File: src/logic/qsf_regs.vh
// constants for the quad serial flash command interface
`ifndef QSF_REGS_VH
`define QSF_REGS_VH
// ----------------------------------------------------------------
// command codes (arbitrary encodings; the table gives none)
// ----------------------------------------------------------------
`define QSF_CMD_QUAD_EN 8'h38
`define QSF_CMD_QUAD_EXIT 8'hff
`define QSF_CMD_WRSR 8'h01
`define QSF_CMD_RDSR 8'h05
// ----------------------------------------------------------------
// geometry
// ----------------------------------------------------------------
`define QSF_SECTOR_BYTES 4096
`define QSF_BLK32_BYTES 32768
`define QSF_BLK64_BYTES 65536
`define QSF_PAGE_BYTES 256
`define QSF_SECID_BYTES 2048
`define QSF_UID_BITS 128
// ----------------------------------------------------------------
// status fields and reset values
// ----------------------------------------------------------------
`define QSF_ST_BUSY 0
`define QSF_ST_BP_LO 2
`define QSF_ST_BP_HI 5
`define QSF_ST_BPL 7
`define QSF_ST_RESET 8'h00
`endif

File: src/logic/qsf_sync.v
// two flip-flop synchroniser for one pin
`timescale 1ns/1ps
module qsf_sync #(
  parameter RST_VAL = 1'b0
) (
  // clock and reset
  input wire clk_i,
  input wire rst_n_i,
  // pin and synchronised level
  input wire d_i,
  output wire q_o
);
  reg meta_r;
  reg sync_r;

  // first stage is read only by the second
  always @(posedge clk_i or negedge rst_n_i)
  begin
    if (!rst_n_i)
    begin
      meta_r <= RST_VAL;
      sync_r <= RST_VAL;
    end
    else
    begin
      meta_r <= d_i;
      sync_r <= meta_r;
    end
  end

  assign q_o = sync_r;
endmodule // qsf_sync

File: src/logic/qsf_core.v
// device-side serial command front end of the quad flash interface
`timescale 1ns/1ps
`include "qsf_regs.vh"
module qsf_core (
  // clock and reset
  input wire clk_i,
  input wire rst_n_i,
  // serial pins from the host
  input wire sck_i,
  input wire cs_n_i,
  input wire [3:0] quad_data_lines_i,
  output reg [3:0] quad_data_lines_o,
  output reg [3:0] quad_data_lines_oe_o,
  input wire protect_n_i,
  input wire pause_n_i,
  // configuration and status
  input wire protect_pin_enable_i,
  input wire io_config_bit_i,
  input wire busy_i,
  output reg quad_mode_o,
  output reg [7:0] status_o,
  // received command stream
  output reg [7:0] rx_byte_o,
  output reg rx_valid_o,
  output reg cmd_start_o,
  // read data to send
  input wire [7:0] tx_byte_i,
  output wire tx_ready_o
);
  // ----------------------------------------------------------------
  // pin synchronisers
  // ----------------------------------------------------------------
  wire sck_s;
  wire cs_n_s;
  wire pause_n_s;
  wire protect_n_s;
  wire [3:0] dat_s;
  qsf_sync #(.RST_VAL(1'b0)) u_sck (.clk_i(clk_i), .rst_n_i(rst_n_i),
    .d_i(sck_i), .q_o(sck_s));
  qsf_sync #(.RST_VAL(1'b1)) u_cs (.clk_i(clk_i), .rst_n_i(rst_n_i),
    .d_i(cs_n_i), .q_o(cs_n_s));
  qsf_sync #(.RST_VAL(1'b1)) u_pause (.clk_i(clk_i), .rst_n_i(rst_n_i),
    .d_i(pause_n_i), .q_o(pause_n_s));
  qsf_sync #(.RST_VAL(1'b1)) u_prot (.clk_i(clk_i), .rst_n_i(rst_n_i),
    .d_i(protect_n_i), .q_o(protect_n_s));
  genvar g;
  generate
    for (g = 0; g < 4; g = g + 1)
    begin : g_dat
      qsf_sync #(.RST_VAL(1'b0)) u_d (.clk_i(clk_i), .rst_n_i(rst_n_i),
        .d_i(quad_data_lines_i[g]), .q_o(dat_s[g]));
    end
  endgenerate

  // ----------------------------------------------------------------
  // edge detection
  // ----------------------------------------------------------------
  reg sck_d_r;
  reg cs_n_d_r;
  reg hold_r;
  wire sck_rise = sck_s & ~sck_d_r;
  wire sck_fall = ~sck_s & sck_d_r;
  wire cs_fall = cs_n_d_r & ~cs_n_s;
  wire sel = ~cs_n_s;
  // pause only in single-bit mode; quad mode ignores the pin
  wire pause_act = hold_r & ~quad_mode_o;
  wire rise_ok = sel & sck_rise & ~pause_act;
  wire fall_ok = sel & sck_fall & ~pause_act;

  // ----------------------------------------------------------------
  // shifter state
  // ----------------------------------------------------------------
  reg [7:0] sh_r;
  reg [2:0] cnt_r;
  reg first_r;
  reg is_cmd_r;
  reg wrsr_r;
  reg rdsr_r;
  reg [7:0] tx_sh_r;
  reg [2:0] tx_cnt_r;
  reg tx_ready_r;
  wire [2:0] step = quad_mode_o ? 3'd4 : 3'd1;
  wire [7:0] sh_nxt = quad_mode_o ? {sh_r[3:0], dat_s} :
    {sh_r[6:0], dat_s[0]};
  wire [2:0] cnt_nxt = cnt_r + step;
  wire byte_done = quad_mode_o ? (cnt_r == 3'd4) : (cnt_r == 3'd7);
  // protection lock of status writes; io config overrides the pin
  wire prot_lock = ~protect_n_s & ~io_config_bit_i & protect_pin_enable_i &
    status_o[`QSF_ST_BPL];
  assign tx_ready_o = tx_ready_r;

  // pause starts and ends only while the serial clock is low; deselect ends it at any clock level
  always @(posedge clk_i or negedge rst_n_i)
  begin
    if (!rst_n_i)
      hold_r <= 1'b0;
    else if (!sel)
      hold_r <= 1'b0;
    else if (!sck_s)
      hold_r <= ~pause_n_s;
  end

  // ----------------------------------------------------------------
  // receive path: sample on rising serial clock
  // ----------------------------------------------------------------
  // the reset pin drives rst_n_i, so every flop here clears on it
  always @(posedge clk_i or negedge rst_n_i)
  begin
    if (!rst_n_i)
    begin
      sck_d_r <= 1'b0;
      cs_n_d_r <= 1'b1;
      sh_r <= 8'h00;
      cnt_r <= 3'd0;
      first_r <= 1'b0;
      is_cmd_r <= 1'b0;
      wrsr_r <= 1'b0;
      rdsr_r <= 1'b0;
      quad_mode_o <= 1'b0;
      status_o <= `QSF_ST_RESET;
      rx_byte_o <= 8'h00;
      rx_valid_o <= 1'b0;
      cmd_start_o <= 1'b0;
    end
    else
    begin
      sck_d_r <= sck_s;
      cs_n_d_r <= cs_n_s;
      rx_valid_o <= 1'b0;
      cmd_start_o <= 1'b0;
      // a suspended program or erase drops busy so the array can be read
      status_o[`QSF_ST_BUSY] <= busy_i;
      if (cs_fall)
      begin
        // only a falling select opens a command; clock level is free
        cnt_r <= 3'd0;
        is_cmd_r <= 1'b1;
        wrsr_r <= 1'b0;
        rdsr_r <= 1'b0;
        // only a clock idling high (mode 3) has a fall to skip first
        first_r <= sck_s;
        cmd_start_o <= 1'b1;
      end
      else if (rise_ok && !first_r)
      begin
        sh_r <= sh_nxt;
        cnt_r <= byte_done ? 3'd0 : cnt_nxt;
        if (byte_done)
        begin
          rx_byte_o <= sh_nxt;
          rx_valid_o <= 1'b1;
          is_cmd_r <= 1'b0;
          if (is_cmd_r)
          begin
            wrsr_r <= (sh_nxt == `QSF_CMD_WRSR);
            rdsr_r <= (sh_nxt == `QSF_CMD_RDSR);
            if (sh_nxt == `QSF_CMD_QUAD_EN)
              quad_mode_o <= 1'b1;
            else if (sh_nxt == `QSF_CMD_QUAD_EXIT)
              quad_mode_o <= 1'b0;
          end
          else if (wrsr_r && !prot_lock)
          begin
            // busy bit stays hardware owned; protection bits update
            status_o[7:1] <= sh_nxt[7:1];
            wrsr_r <= 1'b0;
          end
        end
      end
      // mode 3 idles the clock high: bits start after its first fall
      if (!cs_fall && sel && first_r && sck_fall)
        first_r <= 1'b0;
    end
  end

  // ----------------------------------------------------------------
  // transmit path: change outputs on falling serial clock
  // ----------------------------------------------------------------
  wire [7:0] tx_src = rdsr_r ? status_o : tx_byte_i;
  always @(posedge clk_i or negedge rst_n_i)
  begin
    if (!rst_n_i)
    begin
      tx_sh_r <= 8'h00;
      tx_cnt_r <= 3'd0;
      tx_ready_r <= 1'b0;
      quad_data_lines_o <= 4'h0;
      quad_data_lines_oe_o <= 4'h0;
    end
    else
    begin
      tx_ready_r <= 1'b0;
      if (!sel)
      begin
        quad_data_lines_oe_o <= 4'h0;
        tx_cnt_r <= 3'd0;
      end
      else if (fall_ok && !is_cmd_r)
      begin
        if (tx_cnt_r == 3'd0)
        begin
          tx_sh_r <= quad_mode_o ? {tx_src[3:0], 4'h0} :
            {tx_src[6:0], 1'b0};
          quad_data_lines_o <= quad_mode_o ? tx_src[7:4] :
            {2'b00, tx_src[7], 1'b0};
          // one ready per byte keeps a linear burst running
          tx_ready_r <= 1'b1;
        end
        else
        begin
          tx_sh_r <= quad_mode_o ? {tx_sh_r[3:0], 4'h0} :
            {tx_sh_r[6:0], 1'b0};
          quad_data_lines_o <= quad_mode_o ? tx_sh_r[7:4] :
            {2'b00, tx_sh_r[7], 1'b0};
        end
        // quad drives all four lines, single drives only line 1
        quad_data_lines_oe_o <= quad_mode_o ? 4'hf : 4'h2;
        tx_cnt_r <= (quad_mode_o ? (tx_cnt_r == 3'd4) :
          (tx_cnt_r == 3'd7)) ? 3'd0 : tx_cnt_r + step;
      end
    end
  end
endmodule // qsf_core

File: config.mk
export PLATFORM = sky130hd
export DESIGN_NAME = qsf_core
export DESIGN_NICKNAME = d
export VERILOG_FILES = /design/src/logic/qsf_sync.v /design/src/logic/qsf_core.v
export VERILOG_INCLUDE_DIRS = /design/src /design/src/logic
export SDC_FILE = /design/constraint.sdc
export NUM_CORES = 1
export LEC_CHECK = 0
export ABC_AREA = 1
export BUFFER_PORTS_ARGS = -buffer_cell sky130_fd_sc_hd__buf_2
export CORE_MARGIN = 1
export CORE_UTILIZATION = 30
export CTS_CLUSTER_SIZE = 20
export DETAILED_ROUTE_END_ITERATION = 6
export GPL_ROUTABILITY_DRIVEN = 1
export GPL_TIMING_DRIVEN = 1
export PLACE_DENSITY = 0.46
export SETUP_SLACK_MARGIN = 0.02
export SLEW_MARGIN = 20
export SYNTH_ARGS = -nofsm -noshare
export SYNTH_HDL_FRONTEND = slang
export SYNTH_SLANG_ARGS = --single-unit
File: constraint.sdc
create_clock -name clk_i -period 2.1 [get_ports clk_i]
set_input_delay 0 -clock clk_i [delete_from_list [all_inputs] [get_ports clk_i]]
set_output_delay 0 -clock clk_i [all_outputs]
set_load 0.02 [all_outputs]
==> impl_metrics.yaml, run 1 <==
run_status:
  status: "complete, no violations"
global_routing:
  grt_max_degree: 39
  grt_pass1_vias: 2526
  grt_usage_pct: 13.9
  grt_antenna_before_repair: 0
  grt_first_pass_wirelength_um: 12100
  gr-total-overflow: 0
worst_setup_path:
  path_delay_family: "simple AND/OR/NAND/NOR gates"
  crit_required_ps: 2310
  crit_buf_inv: 1
  cpPeakStageDelay_ps: 420
  r2r_cells: 8
  critPathKind: "register to register"
  path_depth: 8
  cp_slowest_cell: "dfrtp_2"
  crit_fanout: 13
  critPathLaunchType: "register"
  crit_path_end_kind: "register"
  cp.arrival_ps: 2100
  crit_chain: "inv_4 -> ha_1 -> nor2_1 -> nand3_1 -> nor2_2 -> nand3b_2 -> nand2_1 -> o21ai_2"
routing:
  viasPerCell: 4.44
  wl_met1_um: 3400
  drc_errors: 0
  wirelength_um: 7070
  routed.top_layer: "met4"
  detail_route.wl_per_cell_um: 12.3
  vias: 2558
  drtIter0Drc: 80
  met3WireLength_um: 328
  wl_met2_um: 3260
  drt.antenna.violating_nets: 0
  firstDrtPassIters: 4
clocking:
  clk_pin_slew_ps: 90
  clock_path_buffers: 2
  postCtsResizedCells: 0
  cts_setup_buffers: 0
  insertion_delay_ps: 340
  cts_buffers: 9
  htreeDepth: 3
  clkSinkCount: 69
  postCtsHoldBufs: 10
  cts_tree: "yes"
  clockRootBuffer: "clkbuf_8"
power_and_ir_drop:
  intPower_mw: 2.25
  powerDensity_nw_per_um2: 781
  power_frac_seq_pct: 47.8
  pwr-share-clk_pct: 40.8
  ir_drop_mv: 0.384
  fin_total_pwr_mw: 3.06
  p_leak_nw: 1.98
  switching_share_pct: 26.4
  pwr-share-comb_pct: 11.4
  switching_power_mw: 0.809
run:
  cap_violations: 0
sta:
  max-slew-margin-rel_pct: 43.8
  maxSlewViolCount: 0
  hold_ws_ps: 35.1
  fin_crit_ps: 1880
  tightest_slew_ps: 841
  finClkSkew_ps: 15.6
  rsz0062_at_grt: "false"
  hold_viol: 0
  fmax_ghz: 0.531
  timing.final.crit_share_pct: 89.6
  final-setup-viol-count: 0
  finalSetupTns_ps: 0
logic_synthesis:
  avgSynthCellArea_um2: 8.63
  synthSimpleGateAreaFrac_pct: 24.8
  ys_seq_area_share_pct: 53.9
  synth_fa_ha_area_share_pct: 1.55
  synth_top_family_by_area: "simple AND/OR/NAND/NOR gates"
  synth-compound-area-share_pct: 11.0
  yosys_warnings: 0
  yosysUniqueCellTypes: 33
  synthesis.nets: 398
  synth-xor-area-share_pct: 1.09
  syn_area_um2: 3220
  synth_seq_cells: 69
  synthMuxAreaShare_pct: 0
  synthCells: 373
layout:
  layout_common_cells: "nand2_1 (110), dfrtp_1 (61), buf_2 (48), inv_1 (37), nor2_1 (31)"
  fillCellCount: 1077
  final_core_util_pct: 37.8
  area_growth_syn_to_layout_pct: 21.9
  layout_commonest_cell: "nand2_1"
  drive_above_1_share_pct: 25.5
  n_antenna_cell: 0
  finalNetCount: 460
worst_hold_path:
  hp-class: "primary input to async pin"
floorplan:
  die_h_um: 106
  die_area_um2: 11100
  core_um2: 10400
  ioPinCount: 49
  die_x_um: 106
  start_util_pct: 31.0
  num_rows: 37
placed_design:
  placement.io_buffers: 48
  hpwl_um: 5120
  gp_congestion: 0.798
[through the flow]
| step | worst slack, ps | std cells | cell area [µm²] |
|---|---|---|---|
| after floorplan | 46.1 | 373 | 3220 |
| after global placement | 236 | 550 | 3590 |
| after detailed placement | 233 | 550 | 3590 |
| after CTS | 177 | 576 | 3930 |
| after global routing | 29.9 | 576 | 3930 |
| final | 218 | 576 | 3930 |
[routing by layer]
layer	up-vias	global-route usage, %
met5	-	0
met4	0	4.56
met3	10	3.59
met2	66	22.7
met1	1179	18.0
li1	1303	-
[worst reg2reg max path: stages (launching register included)]
cell and delay [ps]:
dfrtp_2 420, inv_4 140, ha_1 270, nor2_1 100
nand3_1 120, nor2_2 160, nand3b_2 290, nand2_1 180
o21ai_2 70
[cell usage after synthesis, drive strengths merged]
cell type  count  area (µm²)
ha             4        50.1
nand3b         2        18.8
o31ai          1        7.51
nor3           2        21.3
nand4          2        12.5
nor2          38         165
a21boi         1        7.51
nand3         20         100
xor2           2        17.5
nand2        115         449
or2            5        31.3
dfstp          7         184
o211ai         2        15.0
inv           40         153
o22ai          2        12.5
a21oi         10        50.1
buf           12        91.3
dfrtp         62        1550
o21ai         43         260
clkbuf         1        3.75
xnor2          2        17.5
[area by class of cell]
| type | instances | area, µm² | share of cell area, % |
|---|---|---|---|
| Tap cell | 136 | 170 | 4.34 |
| Timing Repair Buffer | 64 | 398 | 10.1 |
| Inverter | 40 | 153 | 3.89 |
| Clock buffer | 10 | 138 | 3.51 |
| Multi-Input combinational cell | 251 | 1240 | 31.5 |
| Sequential cell | 69 | 1740 | 44.2 |
| Clock inverter | 6 | 93.8 | 2.39 |
[logic make-up (layout without fill, tap and decap cells)]
group	after synthesis	in the layout
AOI/OAI and AO/OA	59	59
adders and majority gates	4	4
DFF	69	69
and+or+nand+nor	184	184
buffers and inverters	53	120
xor gates and xnor gates	4	4
[sequential cells by signal (all words and copies together), names as in the netlist, 2 cells and up]
signal,flops
g_dat.u_d.q_o,4
tx_cnt_r,3
sh_r,7
quad_data_lines_o,4
g_dat.u_d.meta_r,4
quad_data_lines_oe_o,2
rx_byte_o,8
status_o,8
tx_sh_r,7
cnt_r,3
[power groups by stage]
stage / Clock (mW) / Combinational (mW) / Sequential (mW)
floorplan: 0 / 0.204 / 1.50
global placement: 0 / 0.346 / 1.49
detailed placement: 0 / 0.342 / 1.49
CTS: 1.29 / 0.357 / 1.47
global route: 1.35 / 0.410 / 1.48
finish: 1.25 / 0.350 / 1.46
[path summary, 6_finish.rpt]
path	startpoint	end	slack, ps
max in group asynchronous	rst_n_i	u_prot.q_o$_DFF_PN1_	1430
hold / removal	rst_n_i	cnt_r[0]$_DFFE_PN0P_	40
setup / recovery	quad_mode_o$_DFFE_PN0P_	status_o[2]$_DFFE_PN0P_	220
min in group clk_i	tx_byte_i[4]	quad_data_lines_o[0]$_DFFE_PN0P_	130
hold reg to reg	u_cs.meta_r$_DFF_PN1_	u_cs.q_o$_DFF_PN1_	350
setup reg to reg	quad_mode_o$_DFFE_PN0P_	status_o[2]$_DFFE_PN0P_	220
Note: power is estimated with default switching activity, not from simulation.
==> run 2: changes to the inputs <==
Settings changed: SYNTH_HIERARCHICAL set to 1.
==> run 2 against run 1 <==
Effect of this change: routed wire length rose by 1.7%; combinational power rose by 3%; synthesized area rose by 0.51%; die area rose by 0.49%; clock power fell by 22%; maximum frequency rose by 6.8%; clock skew rose by 3.4 ps.
==> impl_metrics.yaml, run 2 <==
run_status:
  status: "complete, no violations"
logic_synthesis:
  ys_seq_area_share_pct: 53.6
  yosysMostFrequentCell: "nand2_1"
  syn_area_um2: 3240
  ys_top_cells_by_count: "nand2_1 (110), dfrtp_1 (62), o21ai_0 (27)"
  yosys_warnings: 6
  yosysUniqueCellTypes: 33
  synth_seq_cells: 69
  avgSynthCellArea_um2: 8.96
  synth_top_area_share_pct: 48.0
  synthCells: 361
  async_reset_ff_share_pct: 100
  synthTopCellsByArea: "dfrtp_1 (48%), nand2_1 (13%), dfstp_2 (5.7%)"
  synth_edf_count: 0
  ys_dominant_reg_cell: "dfrtp_1"
  synthesis.nets: 386
  yosys.area.top_type: "dfrtp_1"
placed_design:
  hpwl_um: 5120
  gp_congestion: 0.774
  pre_cts_slack_ps: 333
  placement.io_buffers: 48
layout:
  area_growth_syn_to_layout_pct: 20.0
  layout_commonest_cell: "nand2_1"
  drive_above_1_share_pct: 28.5
  n_antenna_cell: 0
  layout_common_cells: "nand2_1 (110), dfrtp_1 (62), buf_2 (48), o21ai_0 (27), inv_1 (26)"
  reg_top3: "rx_byte_o: 8 flops, status_o: 8 flops"
  finalNetCount: 448
routing:
  drc_errors: 0
  wirelength_um: 7190
  drtIter0Drc: 114
  vias: 2525
  detail_route.wl_per_cell_um: 12.7
  firstDrtPassIters: 4
  drt.antenna.violating_nets: 0
  viasPerCell: 4.48
sta:
  finClkSkew_ps: 19.1
  final-setup-viol-count: 0
  hold_viol: 0
  timing.final.crit_share_pct: 83.9
  finalSetupTns_ps: 0
  rsz0062_at_grt: "false"
  fin_crit_ps: 1760
  max-slew-margin-rel_pct: 65.7
  tightest_slew_ps: 514
  fin_ws_ps: 338
  fmax_ghz: 0.567
  maxSlewViolCount: 0
worst_hold_path:
  hp-class: "primary input to register"
floorplan:
  start_util_pct: 31.2
  ioPinCount: 49
  die_h_um: 106
  core_um2: 10400
  die_area_um2: 11200
  num_rows: 37
  die_x_um: 106
clocking:
  insertion_delay_ps: 350
  clock_path_buffers: 2
  htreeDepth: 3
  clk_pin_slew_ps: 80
  cts_setup_buffers: 0
  clkSinkCount: 69
  postCtsResizedCells: 0
  cts_tree: "yes"
  cts_buffers: 9
  clockRootBuffer: "clkbuf_8"
  postCtsHoldBufs: 10
global_routing:
  grt_usage_pct: 14.3
  grt_max_degree: 51
  grt_first_pass_wirelength_um: 12300
  grt_antenna_before_repair: 0
  gr-total-overflow: 0
  grt_pass1_vias: 2512
worst_setup_path:
  critPathKind: "register to register"
  endpoint: "status_o[4]$_DFFE_PN0P_"
  rr_startpoint: "quad_mode_o$_DFFE_PN0P_"
  crit_path_end_kind: "register"
  startpoint: "quad_mode_o$_DFFE_PN0P_"
  critPathLaunchType: "register"
  worstReg2RegEnd: "status_o[4]$_DFFE_PN0P_"
  r2r_slack_ps: 340
  crit_required_ps: 2330
  r2r_cells: 8
  crit_fanout: 13
  cp.arrival_ps: 1990
power_and_ir_drop:
  powerDensity_nw_per_um2: 724
  p_leak_nw: 1.93
  ir_drop_mv: 0.455
run:
  cap_violations: 0
-- run 2: worst min-delay path by stage --
| stage | startpoint | to | slack (ps) | depth (start not counted) |
|---|---|---|---|---|
| 2_1_floorplan | rst_n_i | cmd_start_o$_DFF_PN0_ | -300 | 0 |
| 3_3_place_gp | rst_n_i | quad_data_lines_oe_o[2]$_DFFE_PN0P_ | 30 | 1 |
| 3_5_place_dp | rst_n_i | quad_data_lines_oe_o[2]$_DFFE_PN0P_ | 20 | 1 |
| 4_1_cts | tx_byte_i[0] | tx_sh_r[1]$_DFFE_PN0P_ | 110 | 7 |
| 5_1_grt | tx_byte_i[0] | tx_sh_r[1]$_DFFE_PN0P_ | 170 | 7 |
| 6_report | tx_byte_i[0] | tx_sh_r[1]$_DFFE_PN0P_ | 110 | 7 |
-- run 2: cells by family after synthesis --
kind of cell    share of synthesized area, %
flops                                   53.6
xor+xnor                                1.08
compound gates                          11.4
simple gates                            25.8
fa+ha+maj                               1.55
buf+inv                                 6.54
-- run 2: area by class of cell --
type | count | area (µm²)
inverters | 33 | 124
clock inverters | 7 | 50.0
flip-flops and latches | 69 | 1740
clock buffers | 9 | 124
fillers | 1089 | 6490
well taps | 136 | 170
repair buffers | 63 | 390
multi-input cells | 247 | 1290
-- run 2: power by group --
part / internal (mW) / switching (mW) / total [mW]
registers: 1.42 / 0.0600 / 1.48
logic: 0.131 / 0.230 / 0.361
clock network: 0.432 / 0.537 / 0.969
total: 1.98 / 0.827 / 2.81
-- run 2: metal layers --
| layer | global-route usage, % | vias to the layer above | wire length (µm) |
|---|---|---|---|
| met2 | 23.2 | 44 | 3400 |
| met3 | 3.40 | 12 | 216 |
| met4 | 5.56 | 0 | 127 |
| met1 | 18.5 | 1189 | 3450 |
| li1 | - | 1280 | - |
| met5 | 0 | - | 0 |
-- run 2: critical path: stages (launching register included) --
cell     delay (ps)
dfrtp_1         390
inv_2           180
ha_1            280
nor2_1          130
nand3_2         120
nor2_4          220
nand2_4         170
nand2_1         120
o21ai_2          50
-- run 2: metrics by stage --
stage / cell area [µm²] / std cells / util, % / total power [mW] / hold WS [ps]
floorplan: 3240 / 361 / - / 1.72 / -296
global placement: 3610 / 538 / 34.8 / 1.86 / 26.9
detailed placement: 3610 / 538 / 34.8 / 1.86 / 15.8
CTS: 3880 / 564 / 37.4 / 2.87 / 107
global route: 3880 / 564 / 37.4 / 2.98 / 172
finish: 3880 / 564 / 37.4 / 2.81 / 106
